--- src/tpi_map.svh ---
// Constants for the touch panel serial target port
// Assumes inclusion by the package and tpi_target
`ifndef TPI_MAP_SVH
`define TPI_MAP_SVH
`define TPI_ADDR_HI      3'h3
`define TPI_ADDR_SEL_HI  7
`define TPI_ADDR_SEL_LO  4
`define TPI_BIT_LAST     3'h7
`define TPI_BIT_ZERO     3'h0
`define TPI_REG_ZERO     8'h00
`define TPI_BYTE_FF      8'hFF
`define TPI_PTR_ZERO     4'h0
`define TPI_PTR_ONE      4'h1
`define TPI_CFG_RESET    8'h00
`define TPI_ADDR_LSB     0
`endif

--- src/tpi_pkg.sv ---
// Types for the touch panel serial target port
// Assumes tpi_map.svh is in the include path
`include "tpi_map.svh"
package tpi_pkg;
  typedef enum logic [2:0] {
    TPI_IDLE  = 3'b000,
    TPI_ADDR  = 3'b001,
    TPI_AACK  = 3'b011,
    TPI_WDATA = 3'b010,
    TPI_WACK  = 3'b110,
    TPI_RDATA = 3'b111,
    TPI_RACK  = 3'b101,
    TPI_SKIP  = 3'b100
  } tpi_state_e;
endpackage

--- src/tpi_mem.sv ---
// Sixteen byte register store of the touch controller
// Assumes one clock; read data registered
`timescale 1ns/1ps
module tpi_mem
  import tpi_pkg::*;
(
  input  wire logic       clk,
  input  wire logic       we,
  input  wire logic [3:0] waddr,
  input  wire logic [7:0] wdata,
  input  wire logic [3:0] raddr,
  output logic      [7:0] rdata
);
  logic [7:0] mem [0:15];

  always_ff @(posedge clk) begin
    if (we) begin
      mem[waddr] <= wdata;
    end
    rdata <= mem[raddr];
  end
endmodule

--- src/tpi_target.sv ---
// I2C target port of the touch panel controller
// Assumes clk at 100 MHz; scl and sda arrive asynchronously
`timescale 1ns/1ps
`include "tpi_map.svh"
// What this block does
// - Acts only as target; never drives scl, never makes start or stop.
// - Address is 011 plus address_select_config bits seven to four.
// - Stop ends a packet; repeated start ends it and begins another.
// - Any start, first or repeated, restarts decoding at address phase.
// - Drives an active low interrupt toward host on touch activity.
module tpi_target
  import tpi_pkg::*;
(
  input  wire logic       clk,
  input  wire logic       reset,
  input  wire logic       touch_rst_n,
  input  wire logic       scl_in,
  input  wire logic       sda_in,
  output logic            sda_out,
  output logic            sda_oe_n,
  output logic            touch_panel_int_n,
  input  wire logic       touch_event,
  input  wire logic       touch_read_done,
  input  wire logic [7:0] address_select_config,
  output logic            packet_end,
  output logic            wr_strobe,
  output logic      [3:0] wr_index,
  output logic      [7:0] wr_data
);
  // ==========================================================
  // Input synchronisers
  logic [1:0] scl_sync_r;
  logic [1:0] sda_sync_r;
  logic [1:0] rst_sync_r;
  logic       scl_d_r;
  logic       sda_d_r;
  logic       cfg_sample_r;
  logic [3:0] addr_sel_r;

  always_ff @(posedge clk) begin
    scl_sync_r <= {scl_sync_r[0], scl_in};
    sda_sync_r <= {sda_sync_r[0], sda_in};
    rst_sync_r <= {rst_sync_r[0], touch_rst_n};
    scl_d_r    <= scl_sync_r[1];
    sda_d_r    <= sda_sync_r[1];
  end

  wire scl_s     = scl_sync_r[1];
  wire sda_s     = sda_sync_r[1];
  wire srst      = reset | ~rst_sync_r[1];
  wire scl_rise  = scl_s & ~scl_d_r;
  wire scl_fall  = ~scl_s & scl_d_r;
  wire start_det = scl_s & scl_d_r & sda_d_r & ~sda_s;
  wire stop_det  = scl_s & scl_d_r & ~sda_d_r & sda_s;

  // ==========================================================
  // Address select configuration captured after reset release
  always_ff @(posedge clk) begin
    if (srst) begin
      cfg_sample_r <= 1'b1;
      addr_sel_r   <= `TPI_PTR_ZERO;
    end else if (cfg_sample_r) begin
      cfg_sample_r <= 1'b0;
      addr_sel_r   <=
        address_select_config[`TPI_ADDR_SEL_HI:`TPI_ADDR_SEL_LO];
    end
  end

  // ==========================================================
  // Protocol state
  tpi_state_e state_r, state_nxt;
  logic [7:0] shift_r, shift_nxt;
  logic [2:0] bit_r, bit_nxt;
  logic       rd_r, rd_nxt;
  logic       first_r, first_nxt;
  logic [3:0] ptr_r, ptr_nxt;
  logic       drive_r, drive_nxt;
  logic       bitval_r, bitval_nxt;
  logic       in_pkt_r;
  logic [7:0] mem_rdata;

  wire [6:0] my_addr   = {`TPI_ADDR_HI, addr_sel_r};
  wire       addr_hit  = shift_r[7:1] == my_addr;
  wire       byte_done = bit_r == `TPI_BIT_LAST;
  wire       do_write  = state_r == TPI_WACK && scl_fall && !drive_r &&
                         !first_r;
  wire       last_bit  = scl_rise && byte_done;

  always_comb begin
    state_nxt  = state_r;
    shift_nxt  = shift_r;
    bit_nxt    = bit_r;
    rd_nxt     = rd_r;
    first_nxt  = first_r;
    ptr_nxt    = ptr_r;
    drive_nxt  = drive_r;
    bitval_nxt = bitval_r;
    if (start_det) begin
      state_nxt = TPI_ADDR;
      bit_nxt   = `TPI_BIT_ZERO;
      drive_nxt = 1'b0;
    end else if (stop_det) begin
      state_nxt = TPI_IDLE;
      drive_nxt = 1'b0;
    end else begin
      case (state_r)
        TPI_ADDR, TPI_WDATA: begin
          if (scl_rise) begin
            shift_nxt = {shift_r[6:0], sda_s};
            bit_nxt   = bit_r + 3'h1;
          end
          if (scl_fall && bit_r == `TPI_BIT_ZERO && shift_r != `TPI_REG_ZERO
              && state_r == TPI_ADDR && first_r) begin
            state_nxt = TPI_ADDR;
          end
          if (last_bit) begin
            state_nxt = (state_r == TPI_ADDR) ? TPI_AACK : TPI_WACK;
          end
        end
        TPI_AACK: begin
          if (scl_fall && !drive_r) begin
            if (addr_hit) begin
              drive_nxt  = 1'b1;
              bitval_nxt = 1'b0;
              rd_nxt     = shift_r[`TPI_ADDR_LSB];
              first_nxt  = 1'b1;
            end else begin
              state_nxt = TPI_SKIP;
            end
          end else if (scl_fall && drive_r) begin
            bit_nxt = `TPI_BIT_ZERO;
            if (rd_r) begin
              state_nxt  = TPI_RDATA;
              shift_nxt  = mem_rdata;
              bitval_nxt = mem_rdata[7];
              ptr_nxt    = ptr_r + `TPI_PTR_ONE;
            end else begin
              state_nxt = TPI_WDATA;
              drive_nxt = 1'b0;
            end
          end
        end
        TPI_WACK: begin
          if (scl_fall && !drive_r) begin
            drive_nxt  = 1'b1;
            bitval_nxt = 1'b0;
            if (first_r) begin
              ptr_nxt = shift_r[3:0];
            end
          end else if (scl_fall && drive_r) begin
            drive_nxt = 1'b0;
            first_nxt = 1'b0;
            if (!first_r) begin
              ptr_nxt = ptr_r + `TPI_PTR_ONE;
            end
            bit_nxt   = `TPI_BIT_ZERO;
            state_nxt = TPI_WDATA;
          end
        end
        TPI_RDATA: begin
          if (scl_rise) begin
            bit_nxt = bit_r + 3'h1;
          end
          if (scl_fall) begin
            if (bit_r == `TPI_BIT_ZERO) begin
              drive_nxt = 1'b0;
              state_nxt = TPI_RACK;
            end else begin
              shift_nxt  = {shift_r[6:0], 1'b0};
              bitval_nxt = shift_r[6];
            end
          end
        end
        TPI_RACK: begin
          if (scl_rise) begin
            state_nxt = sda_s ? TPI_SKIP : TPI_RACK;
          end else if (scl_fall) begin
            bit_nxt    = `TPI_BIT_ZERO;
            state_nxt  = TPI_RDATA;
            drive_nxt  = 1'b1;
            shift_nxt  = mem_rdata;
            bitval_nxt = mem_rdata[7];
            ptr_nxt    = ptr_r + `TPI_PTR_ONE;
          end
        end
        default: begin
          drive_nxt = 1'b0;
        end
      endcase
    end
  end

  always_ff @(posedge clk) begin
    if (srst) begin
      state_r  <= TPI_IDLE;
      shift_r  <= `TPI_REG_ZERO;
      bit_r    <= `TPI_BIT_ZERO;
      rd_r     <= 1'b0;
      first_r  <= 1'b0;
      ptr_r    <= `TPI_PTR_ZERO;
      drive_r  <= 1'b0;
      bitval_r <= 1'b1;
    end else begin
      state_r  <= state_nxt;
      shift_r  <= shift_nxt;
      bit_r    <= bit_nxt;
      rd_r     <= rd_nxt;
      first_r  <= first_nxt;
      ptr_r    <= ptr_nxt;
      drive_r  <= drive_nxt;
      bitval_r <= bitval_nxt;
    end
  end

  // ==========================================================
  // Register store
  tpi_mem u_mem (
    .clk   (clk),
    .we    (do_write),
    .waddr (ptr_r),
    .wdata (shift_r),
    .raddr (ptr_r),
    .rdata (mem_rdata)
  );

  // ==========================================================
  // Outputs; scl is never driven, only sda low
  wire sda_low = drive_r & ~bitval_r;

  always_ff @(posedge clk) begin
    if (srst) begin
      sda_out           <= 1'b1;
      sda_oe_n          <= 1'b1;
      touch_panel_int_n <= 1'b1;
      in_pkt_r          <= 1'b0;
      packet_end        <= 1'b0;
      wr_strobe         <= 1'b0;
      wr_index          <= `TPI_PTR_ZERO;
      wr_data           <= `TPI_REG_ZERO;
    end else begin
      sda_out  <= 1'b0;
      sda_oe_n <= ~sda_low;
      if (touch_event) begin
        touch_panel_int_n <= 1'b0;
      end else if (touch_read_done) begin
        touch_panel_int_n <= 1'b1;
      end
      packet_end <= in_pkt_r & (start_det | stop_det);
      if (start_det) begin
        in_pkt_r <= 1'b1;
      end else if (stop_det) begin
        in_pkt_r <= 1'b0;
      end
      wr_strobe <= do_write;
      if (do_write) begin
        wr_index <= ptr_r;
        wr_data  <= shift_r;
      end
    end
  end
endmodule

--- config.mk ---
export PLATFORM = sky130hd
export DESIGN_NAME = tpi_target
export DESIGN_NICKNAME = d
export VERILOG_FILES = /design/src/tpi_pkg.sv /design/src/tpi_mem.sv /design/src/tpi_target.sv
export VERILOG_INCLUDE_DIRS = /design/src
export SDC_FILE = /design/constraint.sdc
export NUM_CORES = 1
export LEC_CHECK = 0
export BUFFER_PORTS_ARGS = -buffer_cell sky130_fd_sc_hd__buf_4
export CELL_PAD_IN_SITES_DETAIL_PLACEMENT = 0
export CELL_PAD_IN_SITES_GLOBAL_PLACEMENT = 1
export CORE_ASPECT_RATIO = 0.5
export CORE_MARGIN = 2
export CORE_UTILIZATION = 50
export CTS_CLUSTER_DIAMETER = 150
export DETAILED_ROUTE_END_ITERATION = 16
export GPL_TIMING_DRIVEN = 0
export PLACE_DENSITY = 0.78
export SYNTH_ARGS = -nofsm -noshare
export SYNTH_HDL_FRONTEND = slang
export SYNTH_SLANG_ARGS = --single-unit
--- constraint.sdc ---
create_clock -name clk -period 2.99 [get_ports clk]
set_input_delay 0.598 -clock clk [delete_from_list [all_inputs] [get_ports clk]]
set_output_delay 0.598 -clock clk [all_outputs]
set_load 0.05 [all_outputs]
# ---- Word level (Yosys, flattened, before mapping)
# Memories as Yosys holds them, arrays and structs flattened. A register that Yosys moved wholly into a read port is not among the register bits.
# Cells that the tools add are included.
dict set report word_totals {
  ff_bits 52
  latchBits 0
  mem_bits_rw 128
  romBits 0
  in_bits 15
  out_inout_bits 17
  wordCells 200
  memories 1
}
dict set report classes {
  addsub 2
  multipliers 0
  div_mod_pow 0
  n_lt_le_gt_ge 0
  eq_ne 43
  shifts 0
  n_mux 73
  n_bitwise 21
  reduce_logical 37
}
# memory words word_bits read_ports rd_ports_with_merged_regs write_ports line
set mem_list {}
lappend mem_list {u_mem.mem 16 8 1 1 1 tpi_mem.sv:14} ;# logic [7:0] mem [0:15];
# cell count
set op_table {}
lappend op_table {{$mux W8} 8}
lappend op_table {{$mux W3} 18}
lappend op_table {{$mux W4} 9}
lappend op_table {{$reduce_and A11 Y1} 3}
lappend op_table {{$pmux W8 S4} 1}
lappend op_table {{$mux W1} 31}
lappend op_table {{$reduce_and A9 Y1} 3}
lappend op_table {{$ne A2 B2 Y1 const B} 13}
lappend op_table {{$ne A3 B3 Y1 const B} 8}
lappend op_table {{$ne A5 B5 Y1 const B} 4}
lappend op_table {{$pmux W3 S5} 1}
lappend op_table {{$reduce_and A7 Y1} 2}
lappend op_table {{$eq A3 B3 Y1 const B} 4}
lappend op_table {{$ne A4 B4 Y1 const B} 3}
lappend op_table {{$pmux W4 S3} 1}
lappend op_table {{$logic_and A1 B1 Y1} 10}
lappend op_table {{$not A1 Y1} 10}
lappend op_table {{$and A1 B1 Y1} 9}
lappend op_table {{$pmux W3 S3} 1}
lappend op_table {{$ne A2 B1 Y1 const B} 4}
lappend op_table {{$reduce_bool A4 Y1} 2}
lappend op_table {{$reduce_bool A8 Y1} 1}
lappend op_table {{$eq A7 B6 Y1} 1}
lappend op_table {{$reduce_bool A7 Y1} 1}
lappend op_table {{19 further kinds} 28}

# ---- Longest topological paths before layout
dict set report logic_depth {
  ltp_word 11
  ltp_mapped 10
  mapped_depth_nobuf 8
}

# ---- By module
# From an unflattened synthesis, not the netlist that was laid out.
dict set report unflattened {
  cells_unflattened 556
  hier_area_um2 8017.7
}
# module n_inst cells_per_inst area_each_um2 seq_area_each_um2
set by_module_without_submodules {}
lappend by_module_without_submodules {tpi_mem 1 229 5147.4 4003.8}
lappend by_module_without_submodules {tpi_target 1 327 2870.3 1041.0}

# ---- Worst setup path before layout
# No wires, ideal clock.
dict set report synth_path {
  path_kind {register to register}
  from {register scl_sync_r[1]}
  to {memory u_mem.mem[0][0] (enable)}
  arrival_ns 1.985
  required_time_ns 2.607
  slack_ns 0.621
  stages_incl_launch_ff 8
  n_path_buf 0
  period_less_slack_ns 2.369
  path_cell_list {dfxtp_1 -> inv_1 -> ha_1 -> nand2_1 -> or3_1 -> nor3_2 -> nand2_1 -> nor3_1}
}
dict set report synth_between {
  elab_chain_len 7
}
# item line
set synth_rtl {}
lappend synth_rtl {{start, declared} tpi_target.sv:32} ;# logic [1:0] scl_sync_r;
lappend synth_rtl {{start signal, assigned} tpi_target.sv:41} ;# scl_sync_r <= {scl_sync_r[0], scl_in};
lappend synth_rtl {{$not A1 Y1} tpi_target.sv:52} ;# wire scl_fall = ~scl_s & scl_d_r;
lappend synth_rtl {{$and A1 B1 Y1} tpi_target.sv:52}
lappend synth_rtl {{$logic_and A1 B1 Y1 (3 in series)} tpi_target.sv:85} ;# wire do_write = state_r == TPI_WACK && scl_fall && !drive_r &&
lappend synth_rtl {{$mux W1} tpi_mem.sv:17} ;# if (we) begin
lappend synth_rtl {{$mux W1 (implied by the code)} tpi_mem.sv:18} ;# mem[waddr] <= wdata;
lappend synth_rtl {{end, declared} tpi_mem.sv:14}
# No other way between the ends.

# ---- Worst setup path after layout
dict set report layout_path {
  from {register state_r[2]}
  to {memory u_mem.mem[3][7] (enable)}
}
dict set report layout_between {
  elab_chain_len 6
}
# item line
set layout_rtl {}
lappend layout_rtl {{start, declared} tpi_target.sv:71} ;# tpi_state_e state_r, state_nxt;
lappend layout_rtl {{start signal, assigned} tpi_target.sv:204} ;# state_r <= state_nxt;
lappend layout_rtl {{$eq A3 B3 Y1} tpi_target.sv:85}
lappend layout_rtl {{$logic_and A1 B1 Y1 (3 in series)} tpi_target.sv:85}
lappend layout_rtl {{$mux W1} tpi_mem.sv:17}
lappend layout_rtl {{$mux W1 (implied by the code)} tpi_mem.sv:18}
# No other way between the ends.

==> summary.md <==
| Metric | Value |
|---|---|
| Reg2reg start | `state_r[2]$_SDFFE_PP0P_` |
| Die area | `between 15000 and 20000 um2` |
| Critical-path top delay cell | `nor3_2` |
| Synth Cell Area | `approximately 7700 um2` |
| Antenna cells | `0` |
| Vias/cell | `5.85` |
| # H-tree levels | `4` |
| Synth Net Count | `557` |
| R2R Setup Slk | `between 0.1 and 0.15 ns` |
| Ports | `32` |
| Clock Path Buffers | `2` |
| Number of synthesis warnings | `0` |
| Die Height | `91.9 um` |
| Row count | `32` |
| RSZ-0062 raised after global routing | `yes` |
| Max IR drop VDD | `around 0.0005 V` |
| Max-slew headroom | `0.360` |
| GP Congestion | `0.941` |
| Die width | `around 180 um` |
| P_leak | `about 3.1 nW` |
| Fin crit share | `0.953` |
| WP data required | `around 3.1 ns` |
| Post-Route WL | `roughly 17000 um` |
| First-pass GRT wire length | `between 20000 and 30000 um` |
| CP delay by family, top | `simple AND/OR/NAND/NOR gates` |
| Max_cap viols | `0` |
| Clock root buffer | `clkbuf_16` |
| Port bufs | `27` |
| Final setup viols | `0` |
| Post-DP HPWL | `11100 um` |
| Main flop type after synthesis | `edfxtp_1` |
| Final net count | `roughly 600` |
| Synth Register Bits | `188` |
| Top-count cell post-synth | `edfxtp_1` |
| Final Slew Violations | `0` |
| Detail Route Antenna Nets | `0` |
| DRC | `0` |
| Total gr overflow | `0` |
| Core ar. | `between 15000 and 20000 um2` |
| Yosys top cell area share | `0.497` |
| CP Cell Sequence | `buf_2 -> inv_2 -> or3_1 -> nor3_2 -> nand2_1 -> nor3_2` |
| Proportion of layout cells with a drive suffix above 1 | `0.217` |
| Minimum clock period | `2.85 ns` |
| Starting density of the core | `0.507` |
| Avg Cell Area, Syn | `roughly 15 um2` |
| Most used cell, CP | `nor3_2` |
| Vias post-DR | `approximately 4.6k` |
| Post-synth EDFFs | `roughly 130` |
| Area Growth Syn to Fin | `14.1%` |
| Final Hold Fails | `0` |
| Initial antenna violation count | `0` |
| Worst hold path depth | `1` |
| GRT Util Overall | `0.217` |
| CTS tree | `done` |
| Skew-Pair Late Insertion Delay | `0.44 ns` |
| Worst-path fanout max | `10` |
| Fin Hold WS | `around 0.26 ns` |
| Post-synthesis cell type count | `54` |
| Number of global-route vias before repair | `approximately 4.6k` |
| Worst EP arrival | `2.91 ns` |
| Drt pass-1 iters | `5` |
| Async set-reset flop share out of synthesis | `0` |
| Routed length per instance | `~22 um` |
| Most common library cells after synthesis | `edfxtp_1, dfxtp_1, nand2_1` |
| Synth area leader | `edfxtp_1` |
| Hold Crit Class | `in -> reg` |
| # Post-CTS Setup Buffers | `0` |
| Reg-to-reg endpoint | `u_mem.mem[3][7]$_DFFE_PP_` |
| Clk_skew | `0.0185 ns` |
| CP endpoint kind | `flip-flop` |
| Initial DRC count | `around 460` |
| Highest cell delay on the worst timing path | `0.65 ns` |
| Cts bufs inserted | `17` |
| Critical setup path kind | `reg -> reg` |
| Status | `finished, final reports clean` |
| Worst-path clk slew | `approximately 0.08 ns` |
| Hold Path Sink | `rst_sync_r[0]$_DFF_P_` |
| Top post-synthesis cells by area | `edfxtp_1, dfxtp_1, mux4_2` |
| Worst reg2reg path depth | `6` |
| Hold Startpoint | `touch_rst_n` |
| Sequential fraction of the synthesis area | `0.653` |
| Setup TNS | `0 ns` |
| Worst Max-Slew Pin Slew | `about 0.96 ns` |
| PwrDens | `592 nW/um2` |
| Worst Path Buf+Inv | `2` |
| Fmax | `between 300 and 400 MHz` |
| Largest net degree at the start of global routing | `23` |
| Gate count of the mapped netlist | `~530` |
| CP Launch Type | `flip-flop` |
| Clock Sinks | `188` |
## where the power goes
group	internal [mW]	total [mW]	switching, mW
clock network	1.14	2.29	1.15
registers	2.76	2.79	0.0254
logic	0.0503	0.131	0.0802
total	3.96	5.22	1.26
## worst max-delay path by stage
stage	from	endpoint	depth (start not counted)
2_1_floorplan	scl_sync_r[1]$_DFF_P_	u_mem.mem[0][0]$_DFFE_PP_	7
3_3_place_gp	state_r[2]$_SDFFE_PP0P_	u_mem.mem[1][6]$_DFFE_PP_	6
3_5_place_dp	state_r[2]$_SDFFE_PP0P_	u_mem.mem[1][1]$_DFFE_PP_	6
4_1_cts	state_r[2]$_SDFFE_PP0P_	u_mem.mem[12][2]$_DFFE_PP_	6
5_1_grt	state_r[2]$_SDFFE_PP0P_	u_mem.mem[15][5]$_DFFE_PP_	6
6_report	state_r[2]$_SDFFE_PP0P_	u_mem.mem[3][7]$_DFFE_PP_	6
## layout make-up
class                   count  area, um2
fillers                  1181       6440
clock buffers              17        425
inverters                  13       48.8
multi-input cells         299       2510
repair buffers             27        203
well taps                 204        255
plain buffers              31        154
clock inverters            15        176
flip-flops and latches    188       5040
## what timing repair did
action | 4_1_cts | 5_1_grt
cloned | 0 | 0
setup endpoints to repair | 32 | 27
hold buffers | 0 | 0
endpoints found under the hold margin | 0 | 0
gates resized for setup | 4 | 3
## metrics by stage
| stage | instance area [um2] | worst slack [ns] | power, mW | util | instances |
|---|---|---|---|---|---|
| floorplan | 7730 | 0.621 | 2.93 | - | 531 |
| global placement | 8190 | -0.259 | 2.98 | 0.537 | 762 |
| detailed placement | 8190 | -0.242 | 2.98 | 0.537 | 762 |
| CTS | 8810 | 0.0950 | 5.22 | 0.577 | 794 |
| global route | 8820 | -0.0183 | 5.34 | 0.578 | 794 |
| finish | 8820 | 0.140 | 5.22 | 0.578 | 794 |
## worst reg2reg max path, delay by kind of cell (launching register included)
family / cells / cell delay [ns]
simple gates: 4 / 1.76
flops: 1 / 0.39
buf+inv: 2 / 0.32
## state kept, by name, indices dropped and copies added (netlist names), 4 cells and up
name	flops
wr_data	8
ptr_r	4
shift_r	8
u_mem.rdata	8
addr_sel_r	4
wr_index	4
u_mem.mem	128
## cells by family after synthesis
logic type | share of synthesized area
DFF | 0.653
AOI/OAI and AO/OA | 0.0719
buffers and inverters | 0.0262
muxes | 0.137
adders and majority gates | 0.0178
xor gates and xnor gates | 0.00906
and+or+nand+nor | 0.0848
## metal layers
layer / part of all wire / wire length [um] / track usage
met4: 0.020 / 338 / 0.0725
met1: 0.46 / 7970 / 0.308
met3: 0.049 / 848 / 0.0409
met2: 0.47 / 8100 / 0.342
met5: 0 / 0 / 0
## placed cells by master (no fill, tap or decap), types with 3 or more instances in the layout
master and instances:
inv_6 3, ha_1 11, a21oi_1 27, a31oi_1 4
mux4_2 40, clkbuf_16 17, mux2i_1 15, inv_8 5
nor3b_1 3, dfxtp_1 60, nand2b_1 8, buf_2 9
nand3_1 9, xor2_1 4, nor4_1 4, nand2_1 45
nor3_1 4, buf_6 3, a211oi_1 12, nor2b_1 4
clkinv_8 3, o21ai_0 18, a22oi_1 3, nor3_2 6
nor2_2 3, edfxtp_1 128, o22ai_1 5, and3_1 5
xnor2_1 4, inv_1 11, buf_4 28, clkbuf_1 16
nor2_1 40
No activity file was read; power rests on OpenSTA's default activity.
